**src/pkg/dif_pkg.sv**
```systemverilog
`default_nettype none
package dbf_pkg;

  // ----------------------------------------------------------------
  // Sizes
  // ----------------------------------------------------------------
  localparam int unsigned LINE_COUNT = 7;
  localparam int unsigned CONST_W = 15;
  localparam int unsigned SEL_W = 3;

  // ----------------------------------------------------------------
  // Selector codes and reset values
  // ----------------------------------------------------------------
  localparam logic [SEL_W-1:0] SEL_ALL_LINES = 3'h0;
  localparam logic [CONST_W-1:0] CONST_RESET = 15'h0053;
  localparam logic [CONST_W-1:0] CONST_MAX = 15'h7fff;

  // ----------------------------------------------------------------
  // Timing
  // ----------------------------------------------------------------
  localparam int unsigned CLK_PERIOD_NS = 40;
  localparam int unsigned TICK_PERIOD_US = 120;
  localparam int unsigned TICK_CYCLES = (TICK_PERIOD_US * 1000) / CLK_PERIOD_NS;
  localparam int unsigned TICK_CNT_W = $clog2(TICK_CYCLES);

  typedef logic [CONST_W-1:0] dbf_const_t;

endpackage : dbf_pkg
`default_nettype wire

```
**src/design/dif_filter.sv**
```systemverilog
`timescale 1ns/100ps
`default_nettype none

module dbf_filter #(
  parameter int unsigned TICK_CYCLES_P = dbf_pkg::TICK_CYCLES
) (
  input wire logic CLK,
  input wire logic RST_N,
  input wire logic [dbf_pkg::LINE_COUNT-1:0] DIN,
  input wire logic CFG_VALID,
  input wire logic [dbf_pkg::SEL_W-1:0] CFG_LINE,
  input wire logic [15:0] CFG_CONST,
  output logic CFG_REJECT,
  output logic [dbf_pkg::LINE_COUNT-1:0] DOUT,
  output logic TICK
);
  import dbf_pkg::*;

  // ----------------------------------------------------------------
  // Local constants
  // ----------------------------------------------------------------
  localparam logic [TICK_CNT_W-1:0] TICK_LAST = TICK_CNT_W'(TICK_CYCLES_P - 1);
  localparam logic [TICK_CNT_W-1:0] TICK_STEP = TICK_CNT_W'(32'h1);
  localparam dbf_const_t COUNT_STEP = 15'h0001;
  localparam logic [CONST_W:0] WIDE_STEP = 16'h0001;

  // ----------------------------------------------------------------
  // Decoding helpers
  // ----------------------------------------------------------------
  // Selector zero addresses every line
  function automatic logic line_hit(input logic [SEL_W-1:0] sel, input int unsigned idx);
    line_hit = (sel == SEL_ALL_LINES) || (sel == SEL_W'(idx + 1));
  endfunction : line_hit

  // Constant fits the unsigned 15-bit range
  function automatic logic const_in_range(input logic [15:0] value);
    const_in_range = (value[CONST_W] == 1'b0);
  endfunction : const_in_range

  // True once one more tick reaches the limit
  function automatic logic accept_step(input dbf_const_t count, input dbf_const_t limit);
    accept_step = (({1'b0, count} + WIDE_STEP) >= {1'b0, limit});
  endfunction : accept_step

  // Saturating step towards zero
  function automatic dbf_const_t count_down(input dbf_const_t count);
    if (count == '0) begin
      count_down = '0;
    end else begin
      count_down = count - COUNT_STEP;
    end
  endfunction : count_down

  // One step towards the limit
  function automatic dbf_const_t count_up(input dbf_const_t count);
    count_up = count + COUNT_STEP;
  endfunction : count_up

  // ----------------------------------------------------------------
  // Input synchroniser
  // ----------------------------------------------------------------
  logic [LINE_COUNT-1:0] meta_q;
  logic [LINE_COUNT-1:0] sync_q;

  // First stage, read only by the second
  always_ff @(posedge CLK or negedge RST_N) begin
    if (!RST_N) begin
      meta_q <= '0;
    end else begin
      meta_q <= DIN;
    end
  end

  // Second stage, the only copy the filters read
  always_ff @(posedge CLK or negedge RST_N) begin
    if (!RST_N) begin
      sync_q <= '0;
    end else begin
      sync_q <= meta_q;
    end
  end

  // ----------------------------------------------------------------
  // Tick generator
  // ----------------------------------------------------------------
  logic [TICK_CNT_W-1:0] tick_cnt_q;
  logic [TICK_CNT_W-1:0] tick_cnt_d;
  logic tick_wrap;
  logic tick_q;

  // Free-running count of clock cycles per tick
  assign tick_wrap = (tick_cnt_q >= TICK_LAST);

  always_comb begin
    if (tick_wrap) begin
      tick_cnt_d = '0;
    end else begin
      tick_cnt_d = tick_cnt_q + TICK_STEP;
    end
  end

  always_ff @(posedge CLK or negedge RST_N) begin
    if (!RST_N) begin
      tick_cnt_q <= '0;
    end else begin
      tick_cnt_q <= tick_cnt_d;
    end
  end

  // One-cycle pulse, drives every filter
  always_ff @(posedge CLK or negedge RST_N) begin
    if (!RST_N) begin
      tick_q <= 1'b0;
    end else begin
      tick_q <= tick_wrap;
    end
  end

  // ----------------------------------------------------------------
  // Configuration command
  // ----------------------------------------------------------------
  logic cfg_ok;
  wire logic [LINE_COUNT-1:0] load_hit;

  // Out-of-range constants are dropped and flagged
  assign cfg_ok = CFG_VALID && const_in_range(CFG_CONST);

  always_ff @(posedge CLK or negedge RST_N) begin
    if (!RST_N) begin
      CFG_REJECT <= 1'b0;
    end else begin
      CFG_REJECT <= CFG_VALID && !cfg_ok;
    end
  end

  for (genvar h = 0; h < LINE_COUNT; h++) begin : g_hit
    assign load_hit[h] = cfg_ok && line_hit(CFG_LINE, h);
  end

  // ----------------------------------------------------------------
  // Per-line integrating filters
  // ----------------------------------------------------------------
  wire logic [LINE_COUNT-1:0] level_w;

  for (genvar g = 0; g < LINE_COUNT; g++) begin : g_line
    dbf_const_t const_q;
    dbf_const_t count_q;
    dbf_const_t count_d;
    logic level_q;
    logic level_d;
    logic differs;
    logic reach;

    assign differs = (sync_q[g] != level_q);
    assign reach = accept_step(count_q, const_q);

    // Constant for this line
    always_ff @(posedge CLK or negedge RST_N) begin
      if (!RST_N) begin
        const_q <= CONST_RESET;
      end else if (load_hit[g]) begin
        const_q <= CFG_CONST[CONST_W-1:0];
      end
    end

    // Old level pulls the count down, new level pushes it up
    always_comb begin
      count_d = count_q;
      level_d = level_q;
      if (tick_q) begin
        if (!differs) begin
          count_d = count_down(count_q);
        end else if (reach) begin
          count_d = '0;
          level_d = sync_q[g];
        end else begin
          count_d = count_up(count_q);
        end
      end
    end

    always_ff @(posedge CLK or negedge RST_N) begin
      if (!RST_N) begin
        count_q <= '0;
      end else begin
        count_q <= count_d;
      end
    end

    // Reported level, changes only on an accepting tick
    always_ff @(posedge CLK or negedge RST_N) begin
      if (!RST_N) begin
        level_q <= 1'b0;
      end else begin
        level_q <= level_d;
      end
    end

    assign level_w[g] = level_q;
  end

  // ----------------------------------------------------------------
  // Output drive
  // ----------------------------------------------------------------
  assign DOUT = level_w;
  assign TICK = tick_q;

endmodule : dbf_filter

`default_nettype wire

```
**config.mk**
```make
export PLATFORM = sky130hd
export DESIGN_NAME = dbf_filter
export DESIGN_NICKNAME = d
export VERILOG_FILES = /design/src/pkg/dif_pkg.sv /design/src/design/dif_filter.sv
export SDC_FILE = /design/constraint.sdc
export NUM_CORES = 1
export LEC_CHECK = 0
export ABC_AREA = 1
export CAP_MARGIN = 10
export CORE_UTILIZATION = 40
export DETAILED_ROUTE_END_ITERATION = 16
export DONT_BUFFER_PORTS = 1
export PLACE_DENSITY = 0.61
export SETUP_SLACK_MARGIN = 0.05
export SYNTH_ARGS = -nofsm -noshare
export SYNTH_HDL_FRONTEND = slang
export SYNTH_SLANG_ARGS = --single-unit
```
**constraint.sdc**
```tcl
create_clock -name CLK -period 5.72 [get_ports CLK]
set_input_delay 0.858 -clock CLK [delete_from_list [all_inputs] [get_ports CLK]]
set_output_delay 0.858 -clock CLK [all_outputs]
set_load 0.1 [all_outputs]
```
== Yosys cells after proc, flatten, opt, wreduce, memory -nomap -nowiden ==
Index checks and enable logic that the tools add are counted.
Storage, ports and cells
  flip-flop bits (word level): 245
  bits in writable memories: 0
  memories: 0
  bits in latches: 0
  output and inout port bits: 9
  memory bits (read-only): 0
  word-level logic and storage cells: 125
Cells by class
  add/sub/neg operators: 22
  $lt $le $gt $ge: 8
  reductions and logical operators: 32
  divide/modulo/power cells: 0
  multiply operators: 0
  eq/ne operators: 14
  muxes and demuxes: 22
  bitwise gates (word level): 1
  shifts and indexed selects: 0
Operator list (count)
  2-to-1 mux 15 bit: 21
  adder 15 x 1 -> 16 bit, second input constant: 7
  >= comparator 16 x 15 -> 1 bit: 7
  adder 15 x 1 -> 15 bit, second input constant: 7
  zero test 15 bit: 7
  subtractor 15 x 1 -> 15 bit, second input constant: 7
  AND reduction 3 bit: 7
  adder 12 x 1 -> 12 bit, second input constant: 1
  equality test 3 bit, second input constant: 4
  >= comparator 12 bit, second input constant: 1
  2-to-1 mux 12 bit: 1
  logical AND 1 bit: 9
  logical OR 1 bit: 7
  != test 1 bit: 7
  equality test 3 x 2 -> 1 bit, second input constant: 2
  equality test 3 x 1 -> 1 bit, second input constant: 1
  zero test 3 bit: 1
  zero test 1 bit: 1
  NOT 1 bit: 1

== Depth between registers and ports, before layout ==
  word-level depth: 4
  mapped depth: 20
  mapped depth without buffers: 19

== Least setup slack after synthesis ==
Ideal clock, no wire load.
  kind: register -> register
  start point: reg g_line[1].count_q[0]
  end point: reg g_line[1].count_q[12]
  path buffers: 1
  clock period less this slack: 2403 ps
  cell stages (with the launch flop): 18
  slack: 3317 ps
  library setup time: 77 ps
  data required time: 5643 ps
  arrival: 2326 ps
  path through: dfrtp_1 > ha_1 > nand2_1 > nor2_1 > nand2_1 > xor2_1 > inv_1 > ha_1 > nand2_1 > inv_1 > o21bai_1 > nand2_1 > nand2_1 > nand2_1 > nor2_2 > buf_2 > nand3_1 > a21oi_1
Between the ends
  word-level cells in the longest chain between the ends: 4
  elaborated cells between the ends (all ways): 8
Ends and longest elaborated chain
  from (decl): line dif_filter.sv:147  | dbf_const_t count_q;
  from (signal assigned): line dif_filter.sv:186  | count_q <= count_d;
  adder 15 x 1 -> 16 bit: line dif_filter.sv:42  | accept_step = (({1'b0, count} + WIDE_STEP) >= {1'b0, limit});
  >= comparator 16 x 15 -> 1 bit: line dif_filter.sv:42
  2-to-1 mux 15 bit: line dif_filter.sv:173  | end else if (reach) begin
  2-to-1 mux 15 bit (*): line dif_filter.sv:171  | if (!differs) begin
Mark *: on every way between the ends. The rest lies on a longest branch, timed or not.
A chain may end at the register's enable or synchronous reset.

== Worst setup path after layout ==
  start point: reg g_line[2].count_q[0]
  end point: reg g_line[2].level_q
Between the ends
  word-level cells in the longest chain between the ends: 3
Ends and longest elaborated chain
  from (decl): line dif_filter.sv:147
  from (signal assigned): line dif_filter.sv:186
  adder 15 x 1 -> 16 bit: line dif_filter.sv:42
  >= comparator 16 x 15 -> 1 bit: line dif_filter.sv:42
  AND reduction 3 bit (no line)
  to (signal assigned): line dif_filter.sv:195  | level_q <= level_d;
  to (decl): line dif_filter.sv:149  | logic level_q;
Every way passes these cells.

==> flow_summary.ini <==
[route]
wl_um = 52250
wl_met2_um = 24160
drc = 0
routedWlPerCell_um = 15.06
dr_wl_met3_um = 2484
maxUsedRoutingLayer = met4
dr.pass1.iters = 6
vias = 17720
via_per_inst = 5.108
drt-met1-wl_um = 24390
final_antenna_net_count = 0
drtIter0Drc = 1217

[synth]
netlist_area_um2 = 19220
yosysSeqAreaShare_pct = 32.09
synth.distinct_cells = 41
synth_area_leaders = dfrtp_1, nand2_1, nor2_1
ys_seq_elements = 245
synth.avg_cell_area_um2 = 6.565
yosys_warnings = 0
synth_cells = 2927
yosysTopAreaCellShare_pct = 28.26
synth_largest_area_cell = dfrtp_1
syn_nets = 3076

[timing]
clock_skew_ps = 23.61
fin_hold_ws_ps = 99.14
fin_setup_tns_ps = 0
setup_viol = 0
rsz0062_at_grt = no
tightest_slew_ps = 1193
fmax_mhz = 312.4
finalMaxSlewViolations = 0
finalCritPeriodShare_pct = 55.96
hold_viol = 0
relSlewSlack_pct = 20.11
fin_crit_ps = 3201

[setup_path]
cp_max_fo = 15
crit_buf_inv = 2
crit_slowest_cell = dfrtp_1
required_ps = 6240
end_kind = register
critical-path-top-delay-family = simple AND/OR/NAND/NOR gates
path_common_cell = nand2_1
path_cells = ha_1, nand2_1, nor2_1, xor2_1, inv_1, ha_1, nand2_1, inv_1, nand2_1, nor2_1, nor2_1, nand2_1, nand2_1, nand3_1, nand2_1, nand2_1, nand2_1
path_class = reg -> reg
critical_path_arrival_ps = 3720
cpPeakStageDelay_ps = 510
startpoint_type = register

[grt]
grt_pass1_wl_um = 85430
grt_max_degree = 246
track_usage_pct = 20.92
grt_overflow = 0
grt_pass1_vias = 16870
antenna_found_initial = 3

[layout]
multiInputGateArea_um2 = 10590
fin_nets = 2987
drive_gt1_share_pct = 5.136
fin_util_pct = 43.71
fillers = 4869
seqCellArea_um2 = 6170
fin_cells = 3470
syn_to_final_growth_pct = 6.791

[clock_network]
cts_resized = 0
post_cts.repair.setup_buffers = 0
clockRootBuffer = clkbuf_16
cts_buffer_depth = 3
cts_htree_levels = 1
clkLatencyLatePin_ps = 580
cts_sinks = 245
clkTransAtPathRegs_ps = 60
cts_tree = done
cts_made_buffers = 30

[power_and_ir_drop]
leakagePower_nw = 11.57
power.density_nw_per_um2 = 228.5
ir_worst_vdd_v = 0.0002185
finalPower_mw = 4.688

[job]
maxCapViolCount = 0

[floorplan]
coreArea_um2 = 46950
fp.dieArea_um2 = 48920
ioPinCount = 38
die_h_um = 221.2
rows = 79
start_util_pct = 40.93
die-width_um = 221.2

[placed_design]
gp_congestion = 0.9442
dpl.cell_count = 3409
io_buffers = 0
dp_hpwl_um = 35830

[outcome]
status = completed

[min_path]
hold_class = in -> async
==> path summary, 6_finish.rpt <==
check	startpoint	to	slack, ps	depth (start not counted)
setup reg to reg	g_line[2].count_q[0]	g_line[2].level_q	2520	17
setup / recovery	g_line[2].count_q[0]	g_line[2].level_q	2520	17
hold reg to reg	meta_q[6]	sync_q[6]	340	0
hold / removal	RST_N	tick_cnt_q[3]	100	1
min in group CLK	DIN[0]	meta_q[0]	300	0
max in group asynchronous	RST_N	g_line[3].count_q[6]	4950	1
==> cells by family after synthesis <==
logic type / synth area share [%]
AOI/OAI and AO/OA: 9.271
xor gates and xnor gates: 4.226
adders and majority gates: 7.813
buffers and inverters: 12.86
DFF: 32.09
and+or+nand+nor: 33.75
==> through the flow <==
step | worst slack [ps] | cell area (um^2)
after CTS | 2568 | 20440
after global placement | 2628 | 19310
after floorplan | 3317 | 19220
after detailed placement | 2590 | 19310
final | 2519 | 20520
after global routing | 2199 | 20520
==> registers in the layout (all words and copies together) (netlist names) <==
register,flops
tick_cnt_q,12
g_line.count_q,105
CFG_REJECT,1
meta_q,7
sync_q,7
g_line.const_q,105
TICK,1
g_line.level_q,7
==> Yosys cell counts <==
library cell	n
nand3_1	219
dfrtp_1	217
nand2_4	3
xnor2_1	14
o211ai_1	4
buf_1	6
nor3b_1	1
clkinv_1	1
o21a_1	8
o21bai_1	9
nand3b_1	4
nor3_1	25
buf_4	32
nand3_4	1
xor2_1	75
clkbuf_1	49
nor2_1	514
o21ai_0	163
or2_2	2
buf_8	1
nor3_2	3
xnor2_2	2
a21o_1	3
and3_1	2
nand2_2	7
nand3_2	7
inv_1	459
nor2_4	7
a21oi_2	1
nand4_1	70
nand2_1	652
ha_1	120
nor2_2	18
clkinv_2	1
dfstp_2	28
buf_2	33
buf_6	9
a31oi_1	5
a21oi_1	142
o21ai_1	7
inv_2	3
==> power breakdown <==
| group | total, mW | internal, mW | leakage (nW) | switching (mW) |
|---|---|---|---|---|
| clock network | 2.16 | 1.37 | 0.556 | 0.787 |
| registers | 2.00 | 1.91 | 3.17 | 0.0875 |
| logic | 0.532 | 0.188 | 7.85 | 0.344 |
==> cell type report <==
cell class	count	area share (%)
antenna	1	0.01219
timing repair buffer	9	0.6463
tap	607	3.701
sequential	245	30.06
inverter	464	8.493
clock buffer	44	4.457
multi-input combinational	2088	51.59
clock inverter	12	1.036
==> metal layers <==
metal / track usage (%) / vias up
li1: - / 8981
met1: 28.28 / 8286
met2: 34.92 / 394
met3: 2.775 / 63
met4: 5.797 / 0
met5: 0 / -
==> placed cells by master, fill, tap and decap left out, types with 3 or more instances in the layout <==
master / netlist / routed
xnor2_2: 2 / 3
buf_4: 32 / 5
nor2_2: 18 / 18
dfrtp_1: 217 / 216
nand3_1: 219 / 219
nand2_2: 7 / 7
nand2_4: 3 / 3
nor3_1: 25 / 25
clkinv_2: 1 / 6
o21ai_1: 7 / 7
inv_2: 3 / 4
nor2_1: 514 / 514
o21bai_1: 9 / 9
clkbuf_16: 0 / 31
nand3_2: 7 / 7
a31oi_1: 5 / 5
nor3_2: 3 / 3
nand4_1: 70 / 70
inv_1: 459 / 458
o211ai_1: 4 / 4
clkbuf_8: 0 / 9
o21ai_0: 163 / 163
xor2_1: 75 / 75
bufinv_16: 0 / 6
xnor2_1: 14 / 13
dfstp_2: 28 / 28
o21a_1: 8 / 8
a21o_1: 3 / 3
clkbuf_1: 49 / 4
ha_1: 120 / 120
nand3b_1: 4 / 4
a21oi_1: 142 / 142
nor2_4: 7 / 7
nand2_1: 652 / 652
(Power assumes the default switching activity.)
